==> src/rtl/sdcp_pkg.sv <==
// Purpose: Shared constants and types of the SDRAM command port
// Assumes: APB3 register port, 32-bit data
// Notes: Offsets are byte addresses
package sdcp_pkg;
	// ----------------------------------------
	// Register map
	// ----------------------------------------
	localparam logic [11:0] OFS_STATE_CMD = 12'h004;
	localparam logic [11:0] OFS_DIRECT_CMD = 12'h008;
	localparam logic [31:0] STATE_CMD_RESET = 32'h00000000;

	// ----------------------------------------
	// Field positions
	// ----------------------------------------
	localparam int STATE_CMD_LSB = 0;
	localparam int EXT_CMD_BIT = 22;
	localparam int CHIP_LSB = 20;
	localparam int MEM_CMD_LSB = 18;
	localparam int BANK_LSB = 16;
	localparam int MODE_ADDR_LSB = 0;

	// ----------------------------------------
	// Timing
	// ----------------------------------------
	localparam logic [7:0] STATE_SETTLE_CYCLES = 8'h04;
	localparam logic [7:0] CMD_GAP_RESET = 8'h02;

	// ----------------------------------------
	// Encodings
	// ----------------------------------------
	localparam logic [2:0] SC_GO = 3'h0;
	localparam logic [2:0] SC_SLEEP = 3'h1;
	localparam logic [2:0] SC_WAKEUP = 3'h2;
	localparam logic [2:0] SC_PAUSE = 3'h3;
	localparam logic [2:0] SC_CONFIGURE = 3'h4;
	localparam logic [2:0] SC_ACTIVE_PAUSE = 3'h7;

	localparam logic [2:0] MC_PRECHARGE_ALL = 3'h0;
	localparam logic [2:0] MC_AUTO_REFRESH = 3'h1;
	localparam logic [2:0] MC_MODE_REG = 3'h2;
	localparam logic [2:0] MC_NOP = 3'h3;
	localparam logic [2:0] MC_DEEP_POWER_DOWN = 3'h4;

	localparam logic [1:0] ST_CONFIG = 2'h0;
	localparam logic [1:0] ST_READY = 2'h1;
	localparam logic [1:0] ST_PAUSED = 2'h2;
	localparam logic [1:0] ST_LOW_POWER = 2'h3;

	typedef enum logic [1:0] {
		SDCP_CFG,
		SDCP_RDY,
		SDCP_PAU,
		SDCP_LP
	} sdcp_state_t;

	typedef struct packed {
		logic [2:0] code;
		logic [1:0] chip;
		logic [1:0] bank;
		logic [13:0] modeAddress;
	} sdcp_memcmd_t;
endpackage

==> src/rtl/sdcp_cmd_if.sv <==
// Purpose: Carrier of one memory command between decode and issue
// Assumes: Single clock domain
// Notes: Valid/ready handshake, one word per beat
`timescale 1ns/10ps
interface sdcp_cmd_if;
	logic valid;
	logic ready;
	sdcp_pkg::sdcp_memcmd_t cmd;

	modport src (output valid, output cmd, input ready);
	modport dst (input valid, input cmd, output ready);
endinterface

==> src/rtl/sdcp_command_port.sv <==
// Purpose: APB3 command front end of the SDRAM controller
// Assumes: Register port on ref_clk, APB3 signalling
// Notes: Only the two write-only command registers live here
//
// Function
// - State moves only on state-command writes
// - Hold pready low on a new state-command write while change pending
// - Bits 2-0: 011 pause, 100 configure, 111 active pause
// - Active pause keeps queued transactions
// - Active pause may lead to low power
// - State reported as 2-bit code
// - Direct command register issues single commands
// - Command code from bit 22 and bits 19-18
// - Only programmed gap between direct commands
// - Direct commands accepted only in config/low power
// - Chip field selects external chip
// - Bank field drives bank lines on mode access
// - Bits 13-0 drive address lines on mode access
`timescale 1ns/10ps
module sdcp_command_port (
	input wire logic ref_clk,
	input wire logic reset,
	// APB3 register port
	input wire logic psel,
	input wire logic penable,
	input wire logic pwrite,
	input wire logic [11:0] paddr,
	input wire logic [31:0] pwdata,
	output logic [31:0] prdata,
	output logic pready,
	output logic pslverr,
	// Timing and arbiter side
	input wire logic [7:0] cmdGap,
	input wire logic queueEmpty,
	output logic [1:0] controllerState,
	output logic drainRequest,
	output logic holdQueue,
	// SDRAM command pins
	output logic memCmdValid,
	output logic [2:0] memCmdCode,
	output logic [3:0] memChipSelN,
	output logic [1:0] memBank,
	output logic [13:0] memAddress
);
	// Carrier between capture and issue
	sdcp_cmd_if cmdLink ();

	// Controller state and pending change
	sdcp_pkg::sdcp_state_t state;
	sdcp_pkg::sdcp_state_t targetState;
	logic changePending;
	logic [7:0] settleCount;
	// Direct command held for the issuer
	logic cmdQueued;
	logic cmdValid;
	sdcp_pkg::sdcp_memcmd_t cmdWord;

	// ----------------------------------------
	// Decode helpers
	// ----------------------------------------
	// Map a state command to its target; valid low for reserved codes
	function automatic logic decode_state_valid(input logic [2:0] code);
		case (code)
			sdcp_pkg::SC_GO: decode_state_valid = 1'b1;
			sdcp_pkg::SC_SLEEP: decode_state_valid = 1'b1;
			sdcp_pkg::SC_WAKEUP: decode_state_valid = 1'b1;
			sdcp_pkg::SC_PAUSE: decode_state_valid = 1'b1;
			sdcp_pkg::SC_CONFIGURE: decode_state_valid = 1'b1;
			sdcp_pkg::SC_ACTIVE_PAUSE: decode_state_valid = 1'b1;
			default: decode_state_valid = 1'b0;
		endcase
	endfunction

	function automatic sdcp_pkg::sdcp_state_t decode_state_target(input logic [2:0] code);
		case (code)
			sdcp_pkg::SC_GO: decode_state_target = sdcp_pkg::SDCP_RDY;
			sdcp_pkg::SC_SLEEP: decode_state_target = sdcp_pkg::SDCP_LP;
			sdcp_pkg::SC_WAKEUP: decode_state_target = sdcp_pkg::SDCP_PAU;
			sdcp_pkg::SC_PAUSE: decode_state_target = sdcp_pkg::SDCP_PAU;
			sdcp_pkg::SC_CONFIGURE: decode_state_target = sdcp_pkg::SDCP_CFG;
			sdcp_pkg::SC_ACTIVE_PAUSE: decode_state_target = sdcp_pkg::SDCP_PAU;
			default: decode_state_target = sdcp_pkg::SDCP_CFG;
		endcase
	endfunction

	// ----------------------------------------
	// Bus decode
	// ----------------------------------------
	logic accessPhase;
	logic stateWrite;
	logic directWrite;
	logic [2:0] stateCode;
	logic directAllowed;
	assign accessPhase = psel && penable && pwrite;
	assign stateWrite = accessPhase && (paddr == sdcp_pkg::OFS_STATE_CMD);
	assign directWrite = accessPhase && (paddr == sdcp_pkg::OFS_DIRECT_CMD);
	assign stateCode = pwdata[sdcp_pkg::STATE_CMD_LSB +: 3];
	assign directAllowed = (state == sdcp_pkg::SDCP_CFG) || (state == sdcp_pkg::SDCP_LP);

	// Pready is a flop: raised one cycle into the access phase when it may finish
	logic canFinish;
	always_comb begin
		canFinish = 1'b1;
		if (stateWrite && changePending) begin
			canFinish = 1'b0;
		end else if (directWrite && directAllowed && !cmdQueued) begin
			canFinish = 1'b0;
		end
	end

	// Access ends one cycle after it may finish; never two cycles running
	always_ff @(posedge ref_clk or posedge reset) begin
		if (reset) begin
			pready <= 1'b0;
		end else begin
			pready <= psel && penable && !pready && canFinish;
		end
	end

	// No error response; refused writes complete quietly
	always_ff @(posedge ref_clk or posedge reset) begin
		if (reset) begin
			pslverr <= 1'b0;
		end else begin
			pslverr <= 1'b0;
		end
	end

	// Both registers are write-only, so reads return zero
	always_ff @(posedge ref_clk or posedge reset) begin
		if (reset) begin
			prdata <= 32'h00000000;
		end else begin
			prdata <= 32'h00000000;
		end
	end

	// ----------------------------------------
	// Controller state machine
	// ----------------------------------------
	// A change is taken on the first unstalled cycle of an access only
	logic takeState;
	assign takeState = stateWrite && !changePending && !pready && decode_state_valid(stateCode);

	// ----------------------------------------
	// Pending change bookkeeping
	// ----------------------------------------
	// Change completes once settled and, for plain pause, drained
	logic stateDone;
	assign stateDone = changePending && (settleCount == 8'h00) && (!drainRequest || queueEmpty);

	// Pending flag blocks a second change until the first is done
	always_ff @(posedge ref_clk or posedge reset) begin
		if (reset) begin
			changePending <= 1'b0;
		end else if (takeState) begin
			changePending <= 1'b1;
		end else if (stateDone) begin
			changePending <= 1'b0;
		end
	end

	// Target is kept from the accepted command until it completes
	always_ff @(posedge ref_clk or posedge reset) begin
		if (reset) begin
			targetState <= sdcp_pkg::SDCP_CFG;
		end else if (takeState) begin
			targetState <= decode_state_target(stateCode);
		end
	end

	// Settle timer; plain pause still waits for the queue after it
	always_ff @(posedge ref_clk or posedge reset) begin
		if (reset) begin
			settleCount <= 8'h00;
		end else if (takeState) begin
			settleCount <= sdcp_pkg::STATE_SETTLE_CYCLES;
		end else if (settleCount != 8'h00) begin
			settleCount <= settleCount - 8'h01;
		end
	end

	// Only completion of a pending command moves the state
	sdcp_pkg::sdcp_state_t next_state;
	always_comb begin
		next_state = state;
		if (stateDone) begin
			case (targetState)
				sdcp_pkg::SDCP_CFG: next_state = sdcp_pkg::SDCP_CFG;
				sdcp_pkg::SDCP_RDY: next_state = sdcp_pkg::SDCP_RDY;
				sdcp_pkg::SDCP_PAU: next_state = sdcp_pkg::SDCP_PAU;
				sdcp_pkg::SDCP_LP: next_state = sdcp_pkg::SDCP_LP;
				default: next_state = state;
			endcase
		end
	end

	// State register
	always_ff @(posedge ref_clk or posedge reset) begin
		if (reset) begin
			state <= sdcp_pkg::SDCP_CFG;
		end else begin
			state <= next_state;
		end
	end

	// Drain only for plain pause; the request drops once the change is done
	always_ff @(posedge ref_clk or posedge reset) begin
		if (reset) begin
			drainRequest <= 1'b0;
		end else if (takeState) begin
			drainRequest <= (stateCode == sdcp_pkg::SC_PAUSE);
		end else if (!changePending) begin
			drainRequest <= 1'b0;
		end
	end

	// Active pause freezes the queue through low power until ready again
	always_ff @(posedge ref_clk or posedge reset) begin
		if (reset) begin
			holdQueue <= 1'b0;
		end else if (takeState && stateCode == sdcp_pkg::SC_ACTIVE_PAUSE) begin
			holdQueue <= 1'b1;
		end else if (!changePending && state == sdcp_pkg::SDCP_RDY) begin
			holdQueue <= 1'b0;
		end
	end

	// Reported state code
	always_ff @(posedge ref_clk or posedge reset) begin
		if (reset) begin
			controllerState <= sdcp_pkg::ST_CONFIG;
		end else begin
			case (state)
				sdcp_pkg::SDCP_CFG: controllerState <= sdcp_pkg::ST_CONFIG;
				sdcp_pkg::SDCP_RDY: controllerState <= sdcp_pkg::ST_READY;
				sdcp_pkg::SDCP_PAU: controllerState <= sdcp_pkg::ST_PAUSED;
				sdcp_pkg::SDCP_LP: controllerState <= sdcp_pkg::ST_LOW_POWER;
				default: controllerState <= sdcp_pkg::ST_CONFIG;
			endcase
		end
	end

	// ----------------------------------------
	// Direct command capture
	// ----------------------------------------
	// One-shot flag stops a stalled access from queueing twice
	logic latchCmd;
	logic handOff;
	assign latchCmd = directWrite && directAllowed && !cmdValid && !cmdQueued;
	assign handOff = cmdValid && cmdLink.ready;

	// Command waits here until the issuer takes it
	always_ff @(posedge ref_clk or posedge reset) begin
		if (reset) begin
			cmdValid <= 1'b0;
		end else if (handOff) begin
			cmdValid <= 1'b0;
		end else if (latchCmd) begin
			cmdValid <= 1'b1;
		end
	end

	// Queued flag lets the access finish; setting wins over the clear
	always_ff @(posedge ref_clk or posedge reset) begin
		if (reset) begin
			cmdQueued <= 1'b0;
		end else if (handOff) begin
			cmdQueued <= 1'b1;
		end else if (pready) begin
			cmdQueued <= 1'b0;
		end
	end

	// Fields captured once per accepted write
	always_ff @(posedge ref_clk or posedge reset) begin
		if (reset) begin
			cmdWord <= '0;
		end else if (latchCmd) begin
			cmdWord.code <= {pwdata[sdcp_pkg::EXT_CMD_BIT], pwdata[sdcp_pkg::MEM_CMD_LSB +: 2]};
			cmdWord.chip <= pwdata[sdcp_pkg::CHIP_LSB +: 2];
			cmdWord.bank <= pwdata[sdcp_pkg::BANK_LSB +: 2];
			cmdWord.modeAddress <= pwdata[sdcp_pkg::MODE_ADDR_LSB +: 14];
		end
	end

	// Hand the held command to the issuer
	assign cmdLink.valid = cmdValid;
	assign cmdLink.cmd = cmdWord;

	// ----------------------------------------
	// Pin side
	// ----------------------------------------
	sdcp_mem_issue issue (
		.ref_clk(ref_clk),
		.reset(reset),
		.cmdGap(cmdGap),
		.cmdIn(cmdLink),
		.memCmdValid(memCmdValid),
		.memCmdCode(memCmdCode),
		.memChipSelN(memChipSelN),
		.memBank(memBank),
		.memAddress(memAddress)
	);
endmodule

==> src/rtl/sdcp_mem_issue.sv <==
// Purpose: Drives one queued command onto the SDRAM command pins
// Assumes: Gap count comes from the timing registers
// Notes: Only the programmed gap separates commands
`timescale 1ns/10ps
module sdcp_mem_issue (
	input wire logic ref_clk,
	input wire logic reset,
	input wire logic [7:0] cmdGap,
	sdcp_cmd_if.dst cmdIn,
	output logic memCmdValid,
	output logic [2:0] memCmdCode,
	output logic [3:0] memChipSelN,
	output logic [1:0] memBank,
	output logic [13:0] memAddress
);
	logic [7:0] gapCount;

	// ----------------------------------------
	// Issue and spacing
	// ----------------------------------------
	assign cmdIn.ready = (gapCount == 8'h00);

	// One pin cycle per command, then wait out the programmed gap
	always_ff @(posedge ref_clk or posedge reset) begin
		if (reset) begin
			gapCount <= 8'h00;
			memCmdValid <= 1'b0;
			memCmdCode <= sdcp_pkg::MC_NOP;
			memChipSelN <= 4'hF;
			memBank <= 2'h0;
			memAddress <= 14'h0000;
		end else if (cmdIn.valid && cmdIn.ready) begin
			gapCount <= cmdGap;
			memCmdValid <= 1'b1;
			memCmdCode <= cmdIn.cmd.code;
			memChipSelN <= ~(4'h1 << cmdIn.cmd.chip);
			if (cmdIn.cmd.code == sdcp_pkg::MC_MODE_REG) begin
				memBank <= cmdIn.cmd.bank;
				memAddress <= cmdIn.cmd.modeAddress;
			end else begin
				memBank <= 2'h0;
				memAddress <= 14'h0000;
			end
		end else begin
			memCmdValid <= 1'b0;
			memChipSelN <= 4'hF;
			if (gapCount != 8'h00) begin
				gapCount <= gapCount - 8'h01;
			end
		end
	end
endmodule

==> config.mk <==
export PLATFORM = sky130hd
export DESIGN_NAME = sdcp_command_port
export DESIGN_NICKNAME = d
export VERILOG_FILES = /design/src/rtl/sdcp_pkg.sv /design/src/rtl/sdcp_cmd_if.sv /design/src/rtl/sdcp_command_port.sv /design/src/rtl/sdcp_mem_issue.sv
export SDC_FILE = /design/constraint.sdc
export NUM_CORES = 1
export LEC_CHECK = 0
export BUFFER_PORTS_ARGS = -buffer_cell sky130_fd_sc_hd__buf_4
export CAP_MARGIN = 10
export CORE_ASPECT_RATIO = 0.7
export CORE_UTILIZATION = 54
export DETAILED_ROUTE_END_ITERATION = 16
export PLACE_DENSITY = 0.94
export SKIP_CTS_REPAIR_TIMING = 1
export SYNTH_ARGS = -nofsm -noshare
export SYNTH_HDL_FRONTEND = slang
export SYNTH_SLANG_ARGS = --single-unit
==> constraint.sdc <==
create_clock -name ref_clk -period 5.6 [get_ports ref_clk]
set_clock_uncertainty 0.1 [all_clocks]
set_input_delay 0 -clock ref_clk [delete_from_list [all_inputs] [get_ports ref_clk]]
set_output_delay 0 -clock ref_clk [all_outputs]
set_load 0.05 [all_outputs]
==> results.sh <==
export IMPL_synth_top_area_share=0.470
export IMPL_startpoint="issue.gapCount[0]"
export IMPL_hold_ws_ns=-0.0401
export IMPL_post_drt_wl_per_cell_um=13.7
export IMPL_period_share=0.651
export IMPL_synth_seq_cells=73
export IMPL_gp_congestion=0.815
export IMPL_synth_area_leaders="dfrtp_1 (47%), mux2_4 (8.0%), buf_4 (6.9%)"
export IMPL_layout_nets=504
export IMPL_violations="negative hold slack"
export IMPL_die_w_um=99.1
export IMPL_peakVddDrop_uv=138
export IMPL_rsz0062_at_grt="false"
export IMPL_min_period_ns=3.64
export IMPL_drtPass1Iterations=4
export IMPL_start_kind="flip-flop"
export IMPL_ant_nets=0
export IMPL_worstReg2RegStart="issue.gapCount[0]"
export IMPL_cp_endpoint="issue.memAddress[7]"
export IMPL_fin_util=0.720
export IMPL_r2r_cells=7
export IMPL_outcome="finished, violations left"
export IMPL_drive_above_1_share=0.300
export IMPL_regArea_mm2=0.00183
export IMPL_ys_flop_type="dfrtp_1"
export IMPL_syn_area_per_cell_um2=10.8
export IMPL_slew_violations=0
export IMPL_ff2ff_setup_slack_ns=1.96
export IMPL_async_flop_share=1.00
export IMPL_max_slew_margin_rel=0.323
export IMPL_root_buffer="clkbuf_8"
export IMPL_worstSetupPathType="reg2reg"
export IMPL_hold_viol=2
export IMPL_grt_pass1_wl_mm=11.4
export IMPL_end_kind="flip-flop"
export IMPL_power_density_mw_per_mm2=240
export IMPL_layout_common_cells="buf_4 (76), dfrtp_1 (67), nand2_1 (51)"
export IMPL_grt_start_max_net_pins=74
export IMPL_required_ns=5.78
export IMPL_tightest_slew_ns=1.01
export IMPL_leakage_nw=2.33
export IMPL_cts_htree_levels=3
export IMPL_dieArea_mm2=0.00694
export IMPL_clk_pin_slew_ns=0.07
export IMPL_grt_pass1_vias=2467
export IMPL_fp_coreArea_mm2=0.00631
export IMPL_worstPathMaxFanout=23
export IMPL_synth_edf_count=0
export IMPL_setup_ws_ns=1.96
export IMPL_dp_hpwl_mm=4.79
export IMPL_core_rowCount=24
export IMPL_fp_dieH_um=70.0
export IMPL_num_vias=2607
export IMPL_grt_overflow_total=0
export IMPL_cts_made_buffers=9
export IMPL_ys_seq_area_frac=0.514
export IMPL_start_util=0.565
export IMPL_cap_violations=0
export IMPL_pre_cts_slack_ns=1.94
export IMPL_r2r_end="issue.memAddress[7]"
export IMPL_drc=0
export IMPL_clock_latency_ns=0.35
export IMPL_fin_setup_tns_ns=0
export IMPL_multi_input_area_mm2=0.00147
export IMPL_synth_cells=330
export IMPL_setup_viol=0
export IMPL_fill_cells=469
export IMPL_layout_commonest_cell="buf_4"
export IMPL_cts_tree="done"
export IMPL_synthToLayoutAreaGrowth_pct=27.3
export IMPL_arrival_ns=3.83
export IMPL_syn_cell_area_mm2=0.00357
export IMPL_antenna_found_initial=0
export IMPL_yosys_warnings=0
export IMPL_finalPower_mw=1.09
export IMPL_hold_class="in2reg"
export IMPL_io_pins=120
export IMPL_port_buffers=75
export IMPL_clockBufferDepth=2
export IMPL_grt_total_usage=0.214
export IMPL_drt_initial_drc_count=98
export IMPL_yosysTopAreaCell="dfrtp_1"
export IMPL_synth_distinct_cells=47
export IMPL_cts_sinks=73
export IMPL_fmax_ghz=0.274
export IMPL_diodes=0
export IMPL_viasPerCell=4.99
export IMPL_routed_wirelength_mm=7.14
## registers in the layout, indices dropped and copies added, names as in the netlist, 2 cells and up
name               flops
issue.memAddress      14
state                  2
settleCount            8
issue.gapCount         8
targetState            2
issue.memCmdCode       3
cmdLink.cmd           21
issue.memBank          2
issue.memChipSelN      4
controllerState        2
## worst max-delay path, cell delays in order, from the launching register on
cell	delay (ns)
dfrtp_1	0.40
inv_1	0.10
ha_1	0.19
nor4b_1	0.69
nand3_1	0.89
inv_1	0.91
nand3_1	0.19
nand2_1	0.11
## synthesized netlist by cell type, drive strengths merged, types with 2 or more instances
cell type  count
dfrtp         67
nand2         51
buf           38
nand3         25
mux2          24
nor2          17
inv           16
o21ai         10
nor3           8
ha             7
a21oi          6
clkbuf         6
dfstp          6
mux2i          5
or3            5
o31ai          4
a211oi         3
nor4b          3
xor2           3
nand3b         2
nor3b          2
o211ai         2
o31a           2
or2            2
xnor2          2
## per-stage QoR
stage	std cells	cell area, um^2
global placement	472	4030
CTS	488	4200
finish	522	4540
floorplan	362	3690
detailed placement	472	4030
global route	522	4540
## worst min path at each step
stage	start	end	slack (ns)	depth (start not counted)
3_3_place_gp	pwdata[17]	cmdLink.cmd[15]	0.13	2
4_1_cts	pwdata[17]	cmdLink.cmd[15]	-0.24	2
6_report	cmdGap[2]	issue.gapCount[2]	-0.04	5
3_5_place_dp	pwdata[17]	cmdLink.cmd[15]	0.13	2
5_1_grt	cmdGap[2]	issue.gapCount[2]	0.0007	5
2_1_floorplan	pwdata[2]	drainRequest	-0.004	1
## metal layers
| metal | global-route usage | vias up | wire length [um] |
|---|---|---|---|
| li1 | - | 1269 | - |
| met1 | 0.264 | 1252 | 3020 |
| met4 | 0.0784 | 0 | 121 |
| met2 | 0.363 | 77 | 3710 |
| met5 | 0 | - | 0 |
| met3 | 0.0561 | 9 | 298 |
## cells by family (layout without fill, tap and decap cells)
family | count (synthesis) | in the layout | synth area share
buf+inv | 60 | 142 | 0.110
xor+xnor | 5 | 5 | 0.0123
flops | 73 | 73 | 0.514
simple gates | 121 | 121 | 0.163
fa+ha+maj | 7 | 7 | 0.0246
mux | 29 | 29 | 0.110
compound gates | 34 | 34 | 0.0649
other cells | 1 | 33 | 0.00105
## report_power, final
part / internal [mW] / total [mW] / switching, mW
sequential: 0.550 / 0.572 / 0.0219
clock: 0.161 / 0.356 / 0.195
combinational: 0.0647 / 0.163 / 0.0981
## area by class of cell
| class | instances | area share |
|---|---|---|
| inverters | 16 | 0.0132 |
| clock buffers | 10 | 0.0281 |
| flip-flops and latches | 73 | 0.404 |
| repair buffers | 110 | 0.201 |
| multi-input cells | 229 | 0.323 |
| well taps | 78 | 0.0215 |
| clock inverters | 6 | 0.00937 |
(Power assumes the default switching activity.)
